$ cat src/hw/ddc_defines.svh
`ifndef DDC_DEFINES_SVH
`define DDC_DEFINES_SVH

// Pin level meanings
`define DDC_REQ_ASSERTED 1'h0
`define DDC_REQ_IDLE 1'h1
// Reset value of the allow bit before memory is loaded
`define DDC_ALLOW_RESET 1'h0
// Link power states on the state output
`define DDC_LINK_L0 2'h0
`define DDC_LINK_L3 2'h3
// Synchroniser length
`define DDC_SYNC_STAGES 3
// Host reset synchroniser level during reset
`define DDC_HRST_RESET 1'h0
// Plain flag levels
`define DDC_FLAG_OFF 1'h0
`define DDC_FLAG_ON 1'h1

`endif

$ cat src/hw/ddc_pkg.sv
package ddc_pkg;
    typedef enum logic [1:0] {
        DDC_ST_WAIT_NVM,
        DDC_ST_ACTIVE,
        DDC_ST_DISABLED
    } ddc_state_t;
endpackage

$ cat src/hw/ddc_sync_if.sv
`timescale 1ns/1ps
interface ddc_sync_if;
    logic raw;
    logic level;
    modport src (output raw, input level);
    modport dst (input raw, output level);
endinterface

$ cat src/hw/ddc_device_disable.sv
`timescale 1ns/1ps
`include "ddc_defines.svh"
////////////////////////////////////////////////////////////////////////////////
// Notes on behaviour
// RL1: Driving the request pin low starts entry into disable mode.
// RL2: Request pin has pull-up; open pin reads idle, device runs normally.
// RL3: Disable allowed only when memory-loaded allow bit is set; default off.
// RL4: While disabled: link in L3, PHY powered down, outputs high impedance.
// RL5: While disabled, host link reset is ignored; stay disabled while asserted.
// RL6: After host reset release, may leave mode briefly; re-enter after memory reload.
// RL7: At power-up, pin ignored until memory read completes.
// RL8: Driver holds level through reset and sleep; defaults high at power-up.
// RL9: Firmware lets link come up after power good, then drives request low.
// RL10: Firmware may idle the far link end after disabling.
// RL11: Firmware re-enables by driving request high, then re-enumerates.
// RL12: Request passes a synchroniser before any state decision.
module ddc_device_disable (
    input wire logic i_clk,
    input wire logic i_rst,
    input wire logic i_disable_request_n,
    input wire logic i_disable_request_n_oe,
    input wire logic i_host_link_reset_n,
    input wire logic i_nvm_load_done,
    input wire logic i_nvm_disable_allow,
    output logic o_device_disabled,
    output logic [1:0] o_link_state,
    output logic o_phy_power_down,
    output logic o_output_buffers_oe,
    output logic o_core_reset
);
    ////////////////////////////////////////////////////////////////////////////
    // Pin pull-up and synchroniser
    wire pin_level = i_disable_request_n_oe ? i_disable_request_n : `DDC_REQ_IDLE; // [RL2]
    ddc_sync_if sif ();
    assign sif.raw = pin_level;
    ddc_pin_sync u_sync ( // [RL12]
        .i_clk(i_clk),
        .i_rst(i_rst),
        .s(sif)
    );

    ////////////////////////////////////////////////////////////////////////////
    // Host reset synchroniser and release detect
    logic prst_lvl_q;
    logic allow_q;
    ddc_pkg::ddc_state_t state_q;
    ddc_pkg::ddc_state_t state_d;
    ddc_sync_if hif ();
    assign hif.raw = i_host_link_reset_n;
    ddc_pin_sync #(
        .RST_LEVEL(`DDC_HRST_RESET)
    ) u_host_sync (
        .i_clk(i_clk),
        .i_rst(i_rst),
        .s(hif)
    );

    always_ff @(posedge i_clk) begin
        if (i_rst) begin
            prst_lvl_q <= `DDC_HRST_RESET;
        end else begin
            prst_lvl_q <= hif.level;
        end
    end

    wire prst_release = hif.level & ~prst_lvl_q;
    wire req_on = sif.level == `DDC_REQ_ASSERTED; // [RL1]
    wire may_disable = req_on & allow_q; // [RL3]

    ////////////////////////////////////////////////////////////////////////////
    // Mode state machine
    always_comb begin
        state_d = state_q;
        case (state_q)
            ddc_pkg::DDC_ST_WAIT_NVM: begin
                if (i_nvm_load_done) begin // [RL7]
                    state_d = (i_nvm_disable_allow & req_on) ? ddc_pkg::DDC_ST_DISABLED : ddc_pkg::DDC_ST_ACTIVE;
                end
            end
            ddc_pkg::DDC_ST_ACTIVE: begin
                if (prst_release) begin // [RL6]
                    state_d = ddc_pkg::DDC_ST_WAIT_NVM;
                end else if (may_disable) begin
                    state_d = ddc_pkg::DDC_ST_DISABLED; // [RL1]
                end
            end
            ddc_pkg::DDC_ST_DISABLED: begin
                if (!req_on) begin // [RL5]
                    state_d = ddc_pkg::DDC_ST_WAIT_NVM;
                end else if (prst_release) begin // [RL6]
                    state_d = ddc_pkg::DDC_ST_WAIT_NVM;
                end
            end
            default: begin
                state_d = ddc_pkg::DDC_ST_WAIT_NVM;
            end
        endcase
    end

    always_ff @(posedge i_clk) begin
        if (i_rst) begin
            state_q <= ddc_pkg::DDC_ST_WAIT_NVM;
            allow_q <= `DDC_ALLOW_RESET;
        end else begin
            state_q <= state_d;
            if (state_q == ddc_pkg::DDC_ST_WAIT_NVM && i_nvm_load_done) begin
                allow_q <= i_nvm_disable_allow; // [RL3]
            end
        end
    end

    ////////////////////////////////////////////////////////////////////////////
    // Outputs, registered from the next state
    wire dis_d = state_d == ddc_pkg::DDC_ST_DISABLED;
    wire wait_d = state_d == ddc_pkg::DDC_ST_WAIT_NVM;
    wire [1:0] link_d = dis_d ? `DDC_LINK_L3 : `DDC_LINK_L0; // [RL4]
    logic dis_q;
    logic [1:0] link_q;
    logic phy_pd_q;
    logic buf_oe_q;
    logic core_rst_q;

    always_ff @(posedge i_clk) begin
        if (i_rst) begin
            dis_q <= `DDC_FLAG_OFF;
            link_q <= `DDC_LINK_L0;
            phy_pd_q <= `DDC_FLAG_OFF;
            buf_oe_q <= `DDC_FLAG_ON;
            core_rst_q <= `DDC_FLAG_ON;
        end else begin
            dis_q <= dis_d;
            link_q <= link_d; // [RL4]
            phy_pd_q <= dis_d; // [RL4]
            buf_oe_q <= ~dis_d; // [RL4]
            core_rst_q <= wait_d;
        end
    end

    assign o_device_disabled = dis_q;
    assign o_link_state = link_q;
    assign o_phy_power_down = phy_pd_q;
    assign o_output_buffers_oe = buf_oe_q;
    assign o_core_reset = core_rst_q;

    ////////////////////////////////////////////////////////////////////////////
    // Checks
    chk_wait_ignores_pin: assert property (@(posedge i_clk) disable iff (i_rst) // [RL7]
        (state_q == ddc_pkg::DDC_ST_WAIT_NVM && !i_nvm_load_done) |=> !o_device_disabled)
        else $error("disabled before memory load");
    chk_allow_gates_entry: assert property (@(posedge i_clk) disable iff (i_rst) // [RL3]
        (state_q == ddc_pkg::DDC_ST_ACTIVE && !allow_q) |=> !o_device_disabled)
        else $error("disabled without allow bit");
    chk_entry_on_request: assert property (@(posedge i_clk) disable iff (i_rst) // [RL1]
        (state_q == ddc_pkg::DDC_ST_ACTIVE && may_disable && !prst_release) |=> o_device_disabled)
        else $error("request not honoured");
    chk_disabled_outputs: assert property (@(posedge i_clk) disable iff (i_rst) // [RL4]
        o_device_disabled |-> (o_link_state == `DDC_LINK_L3 && o_phy_power_down && !o_output_buffers_oe))
        else $error("disabled outputs wrong");
    chk_stay_disabled: assert property (@(posedge i_clk) disable iff (i_rst) // [RL5]
        (o_device_disabled && req_on && !prst_release) |=> o_device_disabled)
        else $error("left disable mode early");
    chk_reset_reload: assert property (@(posedge i_clk) disable iff (i_rst) // [RL6]
        (o_device_disabled && prst_release) |=> (state_q == ddc_pkg::DDC_ST_WAIT_NVM))
        else $error("no reload after host reset");
    chk_sync_delay: assert property (@(posedge i_clk) disable iff (i_rst) // [RL12]
        $fell(sif.level) |-> $past(pin_level, 3) == `DDC_REQ_ASSERTED)
        else $error("request not synchronised");
    chk_release_exit: assert property (@(posedge i_clk) disable iff (i_rst) // [RL5]
        (o_device_disabled && !req_on) |=> !o_device_disabled)
        else $error("stuck disabled after release");
    chk_pullup_idle: assert property (@(posedge i_clk) disable iff (i_rst) // [RL2]
        (!i_disable_request_n_oe) [*4] |=> (sif.level == `DDC_REQ_IDLE))
        else $error("undriven pin not read idle");
    chk_sync_no_glitch: assert property (@(posedge i_clk) disable iff (i_rst) // [RL12]
        $changed(sif.level) |-> $past(pin_level, 3) == $past(pin_level, 4))
        else $error("synchroniser passed a glitch");
    chk_sync_rise_delay: assert property (@(posedge i_clk) disable iff (i_rst) // [RL12]
        $rose(sif.level) |-> $past(pin_level, 3) == `DDC_REQ_IDLE)
        else $error("release not synchronised");
    chk_host_sync_delay: assert property (@(posedge i_clk) disable iff (i_rst) // [RL6]
        $rose(hif.level) |-> $past(i_host_link_reset_n, 3))
        else $error("host release not synchronised");
    chk_host_sync_fall: assert property (@(posedge i_clk) disable iff (i_rst) // [RL5]
        $fell(hif.level) |-> !$past(i_host_link_reset_n, 3))
        else $error("host assert not synchronised");
    chk_host_release_pulse: assert property (@(posedge i_clk) disable iff (i_rst) // [RL6]
        prst_release |=> !prst_release)
        else $error("host release longer than one cycle");
    chk_host_release_active: assert property (@(posedge i_clk) disable iff (i_rst) // [RL6]
        (state_q == ddc_pkg::DDC_ST_ACTIVE && prst_release) |=> (state_q == ddc_pkg::DDC_ST_WAIT_NVM))
        else $error("no reload after host reset in active");
    chk_host_assert_ignored: assert property (@(posedge i_clk) disable iff (i_rst) // [RL5]
        (o_device_disabled && req_on && !hif.level) |=> o_device_disabled)
        else $error("host reset ended disable mode");
    chk_wait_holds: assert property (@(posedge i_clk) disable iff (i_rst) // [RL7]
        (state_q == ddc_pkg::DDC_ST_WAIT_NVM && !i_nvm_load_done) |=> (state_q == ddc_pkg::DDC_ST_WAIT_NVM))
        else $error("left wait before memory load");
    chk_wait_exit_active: assert property (@(posedge i_clk) disable iff (i_rst) // [RL3]
        (state_q == ddc_pkg::DDC_ST_WAIT_NVM && i_nvm_load_done && !i_nvm_disable_allow)
        |=> (state_q == ddc_pkg::DDC_ST_ACTIVE))
        else $error("not active after load without allow");
    chk_wait_enter_disable: assert property (@(posedge i_clk) disable iff (i_rst) // [RL7]
        (state_q == ddc_pkg::DDC_ST_WAIT_NVM && i_nvm_load_done && i_nvm_disable_allow && req_on)
        |=> o_device_disabled)
        else $error("not disabled after load with request");
    chk_allow_latched: assert property (@(posedge i_clk) disable iff (i_rst) // [RL3]
        (state_q == ddc_pkg::DDC_ST_WAIT_NVM && i_nvm_load_done) |=> (allow_q == $past(i_nvm_disable_allow)))
        else $error("allow bit not latched at load");
    chk_entry_needs_pin: assert property (@(posedge i_clk) disable iff (i_rst) // [RL1]
        $rose(o_device_disabled) |-> $past(req_on))
        else $error("disabled without request");
    chk_entry_needs_allow: assert property (@(posedge i_clk) disable iff (i_rst) // [RL3]
        $rose(o_device_disabled) |-> allow_q)
        else $error("disabled with allow bit clear");
    chk_no_direct_active: assert property (@(posedge i_clk) disable iff (i_rst) // [RL6]
        o_device_disabled |=> (state_q != ddc_pkg::DDC_ST_ACTIVE))
        else $error("left disable mode without reload");
    chk_active_outputs: assert property (@(posedge i_clk) disable iff (i_rst) // [RL4]
        !o_device_disabled |-> (o_link_state == `DDC_LINK_L0 && !o_phy_power_down && o_output_buffers_oe))
        else $error("enabled outputs wrong");
    chk_core_reset_wait: assert property (@(posedge i_clk) disable iff (i_rst) // [RL7]
        o_core_reset == (state_q == ddc_pkg::DDC_ST_WAIT_NVM))
        else $error("core reset not matching wait state");
endmodule // ddc_device_disable

$ cat src/hw/ddc_pin_sync.sv
`timescale 1ns/1ps
`include "ddc_defines.svh"
module ddc_pin_sync #(
    parameter logic RST_LEVEL = `DDC_REQ_IDLE
) (
    input wire logic i_clk,
    input wire logic i_rst,
    ddc_sync_if.dst s
);
    logic [`DDC_SYNC_STAGES-1:0] stage_q;
    logic level_q;
    wire agree = stage_q[1] == stage_q[2];

    always_ff @(posedge i_clk) begin
        if (i_rst) begin
            stage_q <= {`DDC_SYNC_STAGES{RST_LEVEL}};
            level_q <= RST_LEVEL;
        end else begin
            stage_q <= {stage_q[1:0], s.raw};
            if (agree) begin
                level_q <= stage_q[2];
            end
        end
    end

    assign s.level = level_q;
endmodule // ddc_pin_sync

$ cat config.mk
export PLATFORM = sky130hd
export DESIGN_NAME = ddc_device_disable
export DESIGN_NICKNAME = d
export VERILOG_FILES = /design/src/hw/ddc_pkg.sv /design/src/hw/ddc_sync_if.sv /design/src/hw/ddc_device_disable.sv /design/src/hw/ddc_pin_sync.sv
export VERILOG_INCLUDE_DIRS = /design/src /design/src/hw
export SDC_FILE = /design/constraint.sdc
export NUM_CORES = 1
export LEC_CHECK = 0
export BUFFER_PORTS_ARGS = -buffer_cell sky130_fd_sc_hd__buf_2
export CORE_AREA = 2 2 39 41
export CTS_CLUSTER_DIAMETER = 200
export DETAILED_ROUTE_END_ITERATION = 16
export DIE_AREA = 0 0 41 43
export GPL_ROUTABILITY_DRIVEN = 0
export GPL_TIMING_DRIVEN = 0
export PLACE_DENSITY = 0.65
export SLEW_MARGIN = 20
export SYNTH_ARGS = -nofsm -noshare
export SYNTH_HDL_FRONTEND = slang
export SYNTH_SLANG_ARGS = --single-unit
$ cat constraint.sdc
create_clock -name i_clk -period 1.44 [get_ports i_clk]
set_input_delay 0.288 -clock i_clk [delete_from_list [all_inputs] [get_ports i_clk]]
set_output_delay 0.288 -clock i_clk [all_outputs]
set_load 0.01 [all_outputs]
# [Word level (Yosys, flattened, before mapping)]
# Cells that the tools add are included.
[totals] in_bits=7 n_memories=0 latchBits=0 mem_bits_rw=0 romBits=0 word_cells=36 regBits=17
[op_classes] muxes=8 magnitude_cmp=0 n_shift=0 n_reduce_logical=4 multipliers=0 n_div=0 bitwise=7 n_eq_ne=5 add_sub_neg=0
[op_table] operator="$mux W2" n=7
[op_table] operator="$pmux W2 S3" n=1
[op_table] operator="$eq A2 B2 Y1 const B" n=2
[op_table] operator="$logic_not A2 Y1" n=2
[op_table] operator="$not A1 Y1" n=4
[op_table] operator="$and A1 B1 Y1" n=3
[op_table] operator="$eq A1 B1 Y1" n=2
[op_table] operator="$eq A2 B1 Y1 const B" n=1
[op_table] operator="$reduce_or A2 Y1" n=1
[op_table] operator="$logic_and A1 B1 Y1" n=1

# [Depth between registers and ports, before layout]
[logic_depth] depth_word=7 depth_mapped=4

# [Cells and area by module]
# From an unflattened synthesis, not the netlist that was laid out.
[unflattened] cells_unflattened=56 area_unflattened_um2=560.5
[modules_own_cells] module="ddc_device_disable" cells_per_inst=36 area_each_um2=332.8 instances=1
[modules_own_cells] module="ddc_pin_sync (u_sync)" cells_per_inst=10 area_each_um2=115.1 instances=1
[modules_own_cells] module="ddc_pin_sync (u_host_sync)" cells_per_inst=10 area_each_um2=112.6 instances=1

# [Worst setup path before layout]
# No wires, ideal clock.
[synth_timing] path_kind="register to register" from="register state_q[1]" to="register link_q[0], in the netlist o_link_state[0]" t_required_ns=1.324 arrival_time_ns=0.917 path_slack_ns=0.407 stages_incl_launch_ff=5 synth_period_minus_slack_ns=1.033 path_cell_list="dfxtp_1 -> nor2b_2 -> a22oi_1 -> o2bb2ai_1 -> and3b_1"
[synth_via] elab_chain_len=5 elab_cells_between_ends=11 cone_classes="eq/ne: 3; mux: 7; reduce/logical: 1"
[synth_rtl] item="start, declared" line_no="ddc_device_disable.sv:46" text="ddc_pkg::ddc_state_t state_q;"
[synth_rtl] item="start signal, assigned" line_no="ddc_device_disable.sv:102" text="state_q <= ddc_pkg::DDC_ST_WAIT_NVM;"
[synth_rtl] item="start signal, assigned" line_no="ddc_device_disable.sv:105" text="state_q <= state_d;"
[synth_rtl] item="$mux W2, on equally long branches" line_no="ddc_device_disable.sv:90, ddc_device_disable.sv:83"
[synth_rtl] item="$mux W2, on equally long branches" line_no="ddc_device_disable.sv:88, ddc_device_disable.sv:81"
[synth_rtl] item="$pmux W2 S3 (*)" line_no="ddc_device_disable.sv:74" text="case (state_q)"
[synth_rtl] item="$eq A2 B2 Y1 (*)" line_no="ddc_device_disable.sv:114" text="wire dis_d = state_d == ddc_pkg::DDC_ST_DISABLED;"
[synth_rtl] item="$mux W2 (no line) (*)"
[synth_rtl] item="end signal, assigned" line_no="ddc_device_disable.sv:126" text="link_q <= `DDC_LINK_L0;"
[synth_rtl] item="end signal, assigned" line_no="ddc_device_disable.sv:132" text="link_q <= link_d;"
[synth_rtl] item="end, declared" line_no="ddc_device_disable.sv:118" text="logic [1:0] link_q;"
# Mark *: on every way between the ends. The rest lies on a longest branch, timed or not.
# A chain may end at the register's enable or synchronous reset.

==> impl_metrics.ini <==
[route]
dr.pass1.iters = 4
vias = 412
met3RoutedLength_um = 51
wirelength_met1_um = 365
wl_met2_um = 400
postRouteAntennaNets = 0
wl_per_cell_um = 9.36
vias_per_cell = 4.68
dr.max_layer_used = met4
detail_route.wirelength_um = 824
route.detailed.drc = 0
drt-initial-drc-count = 2

[timing]
period_minus_slack_ns = 1.16
rsz0062_at_grt = no
drv_slew = 0
tns_ns = 0
finalCritPeriodShare_pct = 80.8
hold_viol = 0
worst_pin_slew_ns = 0.394
relSlewSlack_pct = 73.7
setup_viol = 0
finClkSkew_ns = 0.00205
timing.fmax_ghz = 0.859

[placement]
dp_hpwl_um = 630
port_buffers = 11

[finish]
drive_gt1_share_pct = 31.9
area_delta_synth_final_pct = 17.9
fin_nets = 80
diodes = 0
reg_top3 = u_host_sync.stage_q (3), u_sync.stage_q (3), state_q (2)

[global_routing]
grt_max_degree = 11
grt-ovfl-total = 0
grt_pass1_vias = 359
antenna_found_initial = 0
grt_pass1_wl_um = 1520
grtUsageTotal_pct = 13.1

[synth]
yosysUniqueCellTypes = 21
netlist_area_um2 = 566
syn_avg_cell_area_um2 = 9.92
synth.area.top_cells = dfxtp_1, nor2b_1, nor3b_2
async_flop_share_pct = 0
synth_nets = 64
syn_inst = 57
synth_most_common_cell = dfxtp_1
yosysWarnings = 0
ys_seq_area_share_pct = 53.1
synth_top_area_cell = dfxtp_1
synth_top_area_share_pct = 53.1
synth-edff-count = 0
synth-seq-cells = 15
ys.flop_type = dfxtp_1

[setup_path]
r2r-start = state_q[1]$_SDFF_PP0_
worstReg2RegEnd = state_q[1]$_SDFF_PP0_
arrival_ns = 0.88
max_stage_delay_ns = 0.37
cpMaxStageDelayCell = dfxtp_1
crit_fanout = 4
critical-path-top-delay-family = flip-flops
cp-start-kind = flop
crit_buf_inv = 2
crit_path_end_kind = primary output
critPathKind = flop to primary output
reg2reg_depth = 4
path_cells = buf_4 -> buf_2
required_ns = 1.15
rrSetupSlack_ns = 0.29

[floorplanning]
core-area_um2 = 1380
fp.dieH_um = 43
rows = 14
dieArea_um2 = 1760
start_util_pct = 40.9
die_w_um = 41
ios = 13

[power]
total_power_uw = 714
swShare_pct = 21.7
p_sw_uw = 155
seqPwrFrac_pct = 60.9
max-vdd-ir-drop_v = 0.000511
p_int_uw = 560
power_density_nw_per_um2 = 1070
power_frac_comb_pct = 7.0
p_leak_nw = 0.293
p_clk_share_pct = 32.2

[clock_tree]
cts_setup_buffers = 0
root_buffer = clkbuf_4
ctsHtreeMaxLevel = 1
cts_made_buffers = 3
cts_resized = 0
clock_path_buffers = 2
cts_hold_buf = 0
clkTransAtPathRegs_ns = 0.08
clock-sinks = 15
clock_latency_ns = 0.27
cts_tree = built

[hold_path]
hold_path_end = u_sync.stage_q[0]$_SDFF_PP1_
whs_path_depth = 2
hold_start = i_disable_request_n_oe
hp-class = input port to flop

[flow_run]
cap_violations = 0

[outcome]
run_status = complete, no violations
==> per-layer routing <==
metal / GRT usage, % / up-vias
li1: - / 219
met1: 17.5 / 178
met2: 17.2 / 13
met3: 4.71 / 2
met4: 8.00 / 0
met5: 0 / -
==> layout by cell type, fill, tap and decap left out <==
cell type / instances
nor2b_1: 4
nor2_1: 4
dfxtp_1: 15
clkbuf_1: 2
buf_2: 11
nand2_1: 2
nor2b_2: 1
a21oi_1: 4
and3b_1: 2
nand2b_1: 1
nand3_1: 1
clkbuf_4: 3
o2bb2ai_1: 1
a22oi_1: 2
nor2b_4: 1
nand3b_1: 1
inv_1: 4
o311ai_1: 1
o21ai_0: 4
buf_4: 3
nor3b_2: 2
or2_2: 2
a21boi_1: 1
==> power by group through the flow <==
stage          clock, mW  combinational (mW)  sequential (mW)
6_report           0.230              0.0498            0.435
5_1_grt            0.265              0.0564            0.437
3_5_place_dp           0              0.0500            0.445
4_1_cts            0.240              0.0502            0.435
3_3_place_gp           0              0.0489            0.444
2_1_floorplan          0              0.0333            0.445
==> per-stage QoR <==
| stage | instance area (um^2) | hold slack [ns] | std cells | setup WS (ns) | utilization (%) |
|---|---|---|---|---|---|
| finish | 667 | 0.193 | 88 | 0.277 | 48.2 |
| global route | 667 | 0.185 | 88 | 0.150 | 48.2 |
| CTS | 667 | 0.186 | 88 | 0.255 | 48.2 |
| detailed placement | 641 | 0.406 | 84 | 0.299 | 46.3 |
| global placement | 641 | 0.396 | 84 | 0.316 | 46.3 |
| floorplan | 566 | 0.373 | 57 | 0.407 | - |
==> final cells by class <==
type,instances,area (um^2)
multi-input combinational,34,224
fill,138,717
timing repair buffer,11,55.1
buffer,4,26.3
clock buffer,4,26.3
sequential,15,300
inverter,4,15.0
tap,16,20.0
==> how the worst max path moves through the flow <==
stage                                     start                    endpoint  slack, ns  depth (start not counted)
2_1_floorplan             state_q[1]$_SDFF_PP0_  o_link_state[0]$_SDFF_PP0_       0.41                          4
3_3_place_gp                    i_nvm_load_done  o_link_state[0]$_SDFF_PP0_       0.32                          5
3_5_place_dp                    i_nvm_load_done       state_q[1]$_SDFF_PP0_       0.30                          5
4_1_cts              o_link_state[0]$_SDFF_PP0_             o_link_state[1]       0.26                          2
5_1_grt        u_host_sync.s.level$_SDFFE_PP0N_  o_link_state[0]$_SDFF_PP0_       0.15                          4
6_report             o_link_state[0]$_SDFF_PP0_             o_link_state[1]       0.28                          2
==> kinds of logic (layout without fill, tap and decap cells) <==
family	after synthesis	in the layout	share of synthesized area, %
compound gates	13	13	14.2
buf+inv	8	23	7.30
flops	15	15	53.1
simple gates	21	21	25.4
Power figures use the tool's default switching activity.
